## config.mk

```make
export PLATFORM = sky130hd
export DESIGN_NAME = fault_interrupt_mask
export DESIGN_NICKNAME = d
export VERILOG_FILES = /design/src/include/fault_mask_pkg.sv /design/src/rtl/fault_interrupt_mask.sv /design/src/rtl/oc_sticky_flag.sv
export SDC_FILE = /design/constraint.sdc
export NUM_CORES = 1
export LEC_CHECK = 0
export ABC_AREA = 1
export BUFFER_PORTS_ARGS = -buffer_cell sky130_fd_sc_hd__clkbuf_2
export CAP_MARGIN = 30
export CORE_ASPECT_RATIO = 1.2
export CORE_MARGIN = 2
export CORE_UTILIZATION = 45
export CTS_BUF_LIST = sky130_fd_sc_hd__clkbuf_8
export CTS_CLUSTER_DIAMETER = 120
export DETAILED_ROUTE_END_ITERATION = 10
export GPL_TIMING_DRIVEN = 0
export PLACE_DENSITY = 0.82
export SYNTH_ARGS = -nofsm -noshare
export SYNTH_HDL_FRONTEND = slang
export SYNTH_HIERARCHICAL = 1
export SYNTH_SLANG_ARGS = --single-unit
```

## constraint.sdc

```tcl
create_clock -name clk -period 1.1 [get_ports clk]
set_input_delay 0.165 -clock clk [delete_from_list [all_inputs] [get_ports clk]]
set_output_delay 0.165 -clock clk [all_outputs]
set_load 0.02 [all_outputs]
```

## src/include/fault_mask_pkg.sv

```systemverilog
/*
 * constants shared by the fault interrupt mask block: register addresses,
 * mask bit positions, reset values and the three overcurrent indicator addresses.
 * assumes an 8-bit register port with an 8-bit address from the i2c front end.
 */
package fault_mask_pkg;

    localparam int ADDR_W = 8;
    localparam int DATA_W = 8;
    localparam int NUM_CH = 3;

    localparam logic [7:0] THERMAL_SUPPLY_IRQ_MASK_ADDR = 8'h32;
    localparam logic [7:0] CHANNEL1_IRQ_MASK_ADDR = 8'h33;
    localparam logic [7:0] CHANNEL2_IRQ_MASK_ADDR = 8'h34;
    localparam logic [7:0] CHANNEL3_IRQ_MASK_ADDR = 8'h35;
    // overcurrent indicator record registers, one per channel
    localparam logic [7:0] CH1_RECORD_ADDR = 8'h14;
    localparam logic [7:0] CH2_RECORD_ADDR = 8'h15;
    localparam logic [7:0] CH3_RECORD_ADDR = 8'h16;

    localparam int LOCKOUT_BIT = 7;
    localparam int HOT_DIE_BIT = 2;
    localparam int THERMAL_SHUTDOWN_BIT = 1;
    localparam int POWER_GOOD_BIT = 7;
    localparam int OVERCURRENT_BIT = 6;
    localparam int OVERVOLTAGE_BIT = 5;
    localparam int UNDERVOLTAGE_BIT = 4;

    localparam logic [7:0] THERMAL_MASK_WRITABLE = 8'h86;
    localparam logic [7:0] CHANNEL_MASK_WRITABLE = 8'hf0;
    localparam logic [7:0] MASK_RESET = 8'h00;
    localparam logic [7:0] DATA_ZERO = 8'h00;

endpackage

```

## src/rtl/fault_interrupt_mask.sv

```systemverilog
/*
 * interrupt masking of the regulator fault detections: four mask registers
 * written by the i2c register port, per-channel read-clear overcurrent
 * indicators, and one registered interrupt request.
 * assumes the register port and detectors run on clk; pin polarity and drive
 * are handled outside this block.
 */
// What this block does
// RULE1: mask bit 7 of the thermal and supply register blocks the supply lockout source when 1.
// RULE2: mask bit 2 of the thermal and supply register blocks the hot die source when 1.
// RULE3: mask bit 1 of the thermal and supply register blocks thermal shutdown when 1.
// RULE4: bit 7 of the channel 1 mask blocks channel 1 power good when 1.
// RULE5: bit 6 of the channel 1 mask blocks channel 1 overcurrent when 1.
// RULE6: bit 5 of the channel 1 mask blocks channel 1 overvoltage when 1.
// RULE7: bit 4 of the channel 1 mask blocks channel 1 undervoltage when 1.
// RULE8: channel 2 mask bits 7..4 block power good, overcurrent, overvoltage, undervoltage.
// RULE9: channel 3 mask bits 7..4 block power good, overcurrent, overvoltage, undervoltage.
// RULE10: overcurrent indicators are read-only and clear when the host reads them.
// RULE11: the interrupt request is the OR of every source whose mask bit is 0.
// RULE12: reserved mask bits read zero and ignore writes, and all masks reset to 0.
`timescale 1ns/1ps
module fault_interrupt_mask #(
    parameter int NUM_CH = fault_mask_pkg::NUM_CH
) (
    input wire logic clk,
    input wire logic rst_n,
    input wire logic reg_wr,
    input wire logic reg_rd,
    input wire logic [7:0] reg_addr,
    input wire logic [7:0] reg_wdata,
    output logic [7:0] reg_rdata,
    input wire logic lockout_det,
    input wire logic hot_die_det,
    input wire logic thermal_shutdown_det,
    input wire logic [NUM_CH-1:0] power_good_det,
    input wire logic [NUM_CH-1:0] overcurrent_det,
    input wire logic [NUM_CH-1:0] overvoltage_det,
    input wire logic [NUM_CH-1:0] undervoltage_det,
    output logic irq
);
    // the address decode below serves exactly three channels
    if (NUM_CH != 3) begin : g_bad_num_ch
        $error("fault_interrupt_mask supports exactly three channels");
    end

    typedef struct packed {
        logic [7:0] thermal_mask;
        logic [NUM_CH-1:0][7:0] ch_mask;
        logic [7:0] rdata;
        logic irq;
    } state_t;

    state_t s_q;
    state_t s_d;
    logic [NUM_CH-1:0] oc_flag;
    logic [NUM_CH-1:0] oc_rd_clr;

    ////////////////////////////////////////////////////////////////////////
    // address decode shared by write, read and read-clear
    function automatic logic [7:0] ch_mask_addr(input int ch);
        case (ch)
            0: ch_mask_addr = fault_mask_pkg::CHANNEL1_IRQ_MASK_ADDR;
            1: ch_mask_addr = fault_mask_pkg::CHANNEL2_IRQ_MASK_ADDR;
            default: ch_mask_addr = fault_mask_pkg::CHANNEL3_IRQ_MASK_ADDR;
        endcase
    endfunction

    function automatic logic [7:0] ch_record_addr(input int ch);
        case (ch)
            0: ch_record_addr = fault_mask_pkg::CH1_RECORD_ADDR;
            1: ch_record_addr = fault_mask_pkg::CH2_RECORD_ADDR;
            default: ch_record_addr = fault_mask_pkg::CH3_RECORD_ADDR;
        endcase
    endfunction

    ////////////////////////////////////////////////////////////////////////
    // read-clear overcurrent indicators
    for (genvar c = 0; c < NUM_CH; c++) begin : g_oc
        assign oc_rd_clr[c] = reg_rd && (reg_addr == ch_record_addr(c)); // RULE10
        oc_sticky_flag u_flag (
            .clk(clk),
            .rst_n(rst_n),
            .det(overcurrent_det[c]),
            .rd_clr(oc_rd_clr[c]),
            .flag(oc_flag[c])
        );
    end

    ////////////////////////////////////////////////////////////////////////
    always_comb begin
        logic any;
        any = 1'b0;
        s_d = s_q;

        // only documented mask fields take a write
        if (reg_wr && reg_addr == fault_mask_pkg::THERMAL_SUPPLY_IRQ_MASK_ADDR) begin
            s_d.thermal_mask = reg_wdata & fault_mask_pkg::THERMAL_MASK_WRITABLE; // RULE12
        end
        for (int c = 0; c < NUM_CH; c++) begin
            if (reg_wr && reg_addr == ch_mask_addr(c)) begin
                s_d.ch_mask[c] = reg_wdata & fault_mask_pkg::CHANNEL_MASK_WRITABLE; // RULE12
            end
        end

        // read data registered one cycle after the read strobe
        s_d.rdata = fault_mask_pkg::DATA_ZERO;
        if (reg_rd) begin
            if (reg_addr == fault_mask_pkg::THERMAL_SUPPLY_IRQ_MASK_ADDR) begin
                s_d.rdata = s_q.thermal_mask;
            end
            for (int c = 0; c < NUM_CH; c++) begin
                if (reg_addr == ch_mask_addr(c)) begin
                    s_d.rdata = s_q.ch_mask[c];
                end
                if (reg_addr == ch_record_addr(c)) begin
                    // power good, oc flag, ov and uv levels; low nibble reserved
                    s_d.rdata = {power_good_det[c], oc_flag[c], overvoltage_det[c],
                                 undervoltage_det[c], 4'h0}; // RULE10
                end
            end
        end

        any = lockout_det & ~s_q.thermal_mask[fault_mask_pkg::LOCKOUT_BIT]; // RULE1
        any = any | (hot_die_det & ~s_q.thermal_mask[fault_mask_pkg::HOT_DIE_BIT]); // RULE2
        any = any | (thermal_shutdown_det
                     & ~s_q.thermal_mask[fault_mask_pkg::THERMAL_SHUTDOWN_BIT]); // RULE3
        // channel index 0 is channel 1, 1 is channel 2, 2 is channel 3
        for (int c = 0; c < NUM_CH; c++) begin
            any = any | (power_good_det[c]
                         & ~s_q.ch_mask[c][fault_mask_pkg::POWER_GOOD_BIT]); // RULE4 RULE8 RULE9
            any = any | (oc_flag[c]
                         & ~s_q.ch_mask[c][fault_mask_pkg::OVERCURRENT_BIT]); // RULE5 RULE8 RULE9
            any = any | (overvoltage_det[c]
                         & ~s_q.ch_mask[c][fault_mask_pkg::OVERVOLTAGE_BIT]); // RULE6 RULE8 RULE9
            any = any | (undervoltage_det[c]
                         & ~s_q.ch_mask[c][fault_mask_pkg::UNDERVOLTAGE_BIT]); // RULE7 RULE8 RULE9
        end
        s_d.irq = any; // RULE11
    end

    always_ff @(posedge clk) begin
        if (!rst_n) begin
            s_q.thermal_mask <= fault_mask_pkg::MASK_RESET; // RULE12
            s_q.ch_mask <= {NUM_CH{fault_mask_pkg::MASK_RESET}}; // RULE12
            s_q.rdata <= fault_mask_pkg::DATA_ZERO;
            s_q.irq <= 1'b0;
        end else begin
            s_q <= s_d;
        end
    end

    assign reg_rdata = s_q.rdata;
    assign irq = s_q.irq;
endmodule

```

## src/rtl/oc_sticky_flag.sv

```systemverilog
/*
 * one sticky overcurrent indicator: set by the detector, cleared when read.
 * assumes det comes from logic on clk and rd_clr is a one-cycle pulse.
 */
`timescale 1ns/1ps
module oc_sticky_flag (
    input wire logic clk,
    input wire logic rst_n,
    input wire logic det,
    input wire logic rd_clr,
    output logic flag
);
    typedef struct packed {
        logic flag;
    } state_t;

    state_t s_q;
    state_t s_d;

    always_comb begin
        s_d = s_q;
        // a new event in the clearing cycle survives the read
        s_d.flag = det | (s_q.flag & ~rd_clr); // RULE10
    end

    always_ff @(posedge clk) begin
        if (!rst_n) begin
            s_q <= '0;
        end else begin
            s_q <= s_d;
        end
    end

    assign flag = s_q.flag;
endmodule

```

# After elaboration in Yosys (flattened, before gate mapping)
# Cells that the tools add are included.
# classes
n_eq_ne,13
muxes,13
bitwise_logic,55
n_reduce_logical,9
# op_table
operator,count
8-bit 2-to-1 mux,13
8-bit == test,6
8-bit by 6-bit == test with 1-bit output (second input constant),4
8-bit by 5-bit == test with 1-bit output (second input constant),3
1-bit NOT,20
1-bit bitwise AND,18
1-bit OR,17
1-bit logical AND,7
3-bit OR reduction,1
2-bit AND reduction,1
# totals
reg_bits,27
inputBits,35
out_inout_bits,9
wordCells,100

# Depth between registers and ports, before layout
# logic_depth
ltp_word,16
depth_mapped,10
mapped_depth_nobuf,9

# Cells and area by module
# The synthesis kept the hierarchy.
# by_module_without_submodules
mod,n_inst,cells_per_inst,area_per_inst_um2,seq_area_each_um2
fault_interrupt_mask,1,187,1275.0,440.4
oc_sticky_flag,3,6,43.8,20.0

# Least setup slack after synthesis
# No wires, ideal clock.
# synth_path
path_type,input -> register
startpoint,input port reg_addr[3]
endpoint,register s_q[29] (netlist name)
setup_time_ns,0.119
arrival_ns,0.833
required_time_ns,0.981
setup_slack_ns,0.147
cell_stages,6
path_buffers,0
cell_sequence,inv_2 nand2_2 nor2_4 nand3_2 o21ai_0 a21oi_1
# synth_via
elab_chain_cells,2
# synth_lines
item,line,text
"start, declared",fault_interrupt_mask.sv:29,"input wire logic [7:0] reg_addr,"
8-bit by 6-bit == test with 1-bit output,fault_interrupt_mask.sv:100,if (reg_wr && reg_addr == ch_mask_addr(c)) begin
1-bit logical AND,fault_interrupt_mask.sv:100,
"end, declared",fault_interrupt_mask.sv:53,state_t s_q;
# Every way passes these cells.
# A chain may end at the register's enable or synchronous reset.

# Final worst setup path
# layout_path
startpoint,"register s_q, in the netlist reg_rdata[1]"
endpoint,output port reg_rdata[1]
# layout_lines
item,line,text
"end, declared",fault_interrupt_mask.sv:31,"output logic [7:0] reg_rdata,"
# No word-level cell between the ends.

==> results.txt <==
DR WL/cell - 11.1 um
Residual DRC - 0
I/O Pins - 44
Synth cell types - 27
Post-Layout Cell Count - 285
Hold-fix buffers, CTS - 0
Sink Count - 25
Synth Instances - 205
Vert. Die Dim - 65.2 um
Seq/Total Area, Yosys - 0.356
Post-synth top cells - nand2_1, inv_1, dfxtp_1
Worst skew pair latency - 270 ps
GRT Util Overall - 0.206
Post-DP HPWL - 2.60 mm
PostCTS Resize Cnt - 0
XOR/XNOR Fraction of Synth Area - 0
Fillers - 313
Compound-Gate Fraction of Synth Area - 0.157
Fin. Hold Viols - 0
Antenna violations before repair - 0
Crit. End Element - output port
Top sig layer - met4
Slack of the critical path - 88.0 ps
Arrival time worst endpoint - 850 ps
Clock-pin slew on the worst setup and hold paths - 90 ps
TritonCTS buffer count - 3
CTS tree - yes
Worst slack, placed - -120 ps
Clock Tree Root - clkbuf_8
Maximum fanout along the worst path - 1
Crit-path cells - buf_4, clkbuf_2
Max_cap viols - 0
Period utilization - 0.920
Status - complete, no violations
Syn-to-layout area delta - 20.6%
Ant diodes - 0
Critical path's slowest cell - dfxtp_1
Post-synthesis instance area - 0.00141 sq mm
Die width - 55.0 um
First drt pass iteration count - 4
RSZ-0062 raised after global routing - no
EDFF count, synth - 0
Maximum vdd drop - 0.667 mV
Most common cell in the synthesized netlist - nand2_1
Post-Synth Adder-Cell Area - 0
DR vias/cell - 4.89
Mux contribution to synthesized area - 0
Std-Cell Rows - 22
Max clock buf depth - 2
H-tree Lvls - 1
Die area - 0.00359 sq mm
Leading area contributor after synthesis - dfxtp_1
Synth Area in Simple Gates - 0.329
First-pass GRT wire length - 5.53 mm
Critical Path Max Stage Delay - 330 ps
Via count - 1394
Core ar. - 0.00303 sq mm
DRT iter0 DRCs - 37
Count of input and output buffers - 39
Met2 wire len - 1.59 mm
Largest net degree at the start of global routing - 15
Initial core utilization - 0.464
Skew final - 0.698 ps
Max Fclk - 0.988 GHz
Largest family of logic cells by synthesized area - simple AND/OR/NAND/NOR gates
Tmin final - 1010 ps
Final Setup Violations - 0
Routed length on met3 - 208 um
Final Net Count - 285
Congestion Overflow GR - 0
Avg Inst Size Synth - 6.86 sq um
Detail Route Antenna Nets - 0
Async SR Flop Fraction - 0
Ranking of synthesized cells by area - dfxtp_1, nand2_1, inv_1, nand3_1, a21oi_1
Power per cell area - 993 mW/mm^2
Synth top area share - 0.356
Placer Congestion - 0.846
Core Util, Final - 0.560
Routed metal-1 wirelength - 1.34 mm
Worst setup SP type - register
DRT Wirelength - 3.18 mm
Post-placement cell count - 281
Worst Hold Class - in -> reg
Critical Path RT - 940 ps
Ys flop type - dfxtp_1
Fin. max-slew vios - 0
P_leak - 0.000814 uW
Vias in the first global route - 1321
Worst setup path class - reg -> out
Synth Warn # - 6
Post-synthesis sequential element count - 25
Post-CTS Setup Inserts - 0
Layout cell share with drive strength beyond 1 - 0.297
[kinds of logic (layout without fill, tap and decap cells)]
logic type | Yosys count | count (layout)
AO/OA/AOI/OAI | 39 | 39
flip-flops | 25 | 25
buffers and inverters | 47 | 90
other | 1 | 2
AND/OR/NAND/NOR | 93 | 93
[flip-flops by register name, summed over array words and instances, names as in the netlist]
register,flops
reg_rdata,6
irq,1
s_q,15
g_oc.u_flag/flag,3
[worst max-delay path, delay by kind of cell (launching register included)]
family / cells / cell delay, ps
flops: 1 / 330
buf+inv: 2 / 250
[worst paths after layout]
check | slack, ps | from | depth (start not counted) | to
worst max register to register | 170 | s_q[24] | 5 | irq
worst min-delay path | 110 | overcurrent_det[0] | 3 | g_oc[0].u_flag/flag
worst min register to register | 480 | s_q[21] | 2 | s_q[21]
worst max-delay path | 90 | reg_rdata[1] | 2 | reg_rdata[1]
[metrics by stage]
stage / setup TNS, ps / instance area, sq um / power, uW / hold WS (ps)
floorplan: 0 / 1410 / 1060 / 287
global placement: -993 / 1650 / 1160 / 394
detailed placement: -1250 / 1650 / 1160 / 400
CTS: 0 / 1700 / 1690 / 116
global route: 0 / 1700 / 1760 / 114
finish: 0 / 1700 / 1680 / 110
[report_power, final]
part	switching (uW)	internal, uW	total [uW]
sequential	6.96	916	923
clock	292	253	545
combinational	129	88.2	217
[metal layers]
layer	global-route usage	vias to the layer above
met1	0.246	613
li1	-	732
met5	0	-
met3	0.0409	5
met2	0.353	44
met4	0.0732	0
[placed cells by master, fill, tap and decap left out]
cell	count
a41oi_1	1
conb_1	2
a31oi_1	1
inv_2	3
nand3_1	17
nor2_4	3
and2_4	2
nand3_4	1
clkbuf_8	3
o211ai_1	1
nor2_2	2
nand2_1	39
nand4_1	5
nor3_1	2
clkinv_2	1
clkbuf_2	39
clkbuf_1	1
nor2_1	15
a21oi_2	3
a21oi_1	14
nand3_2	1
dfxtp_1	25
buf_6	1
o21ai_0	9
a211oi_1	3
nand2_2	5
o21ai_1	7
nand2_4	1
inv_1	33
buf_4	9
[final cells by class]
class | instances | area, sq um | area share
inverter | 36 | 135 | 0.0796
multi-input combinational | 134 | 692 | 0.408
tap | 36 | 45.0 | 0.0265
timing repair buffer | 39 | 195 | 0.115
clock buffer | 3 | 41.3 | 0.0243
buffer | 11 | 82.6 | 0.0487
clock inverter | 1 | 5.00 | 0.00295
sequential | 25 | 500 | 0.295
Note: power is estimated with default switching activity, not from simulation.
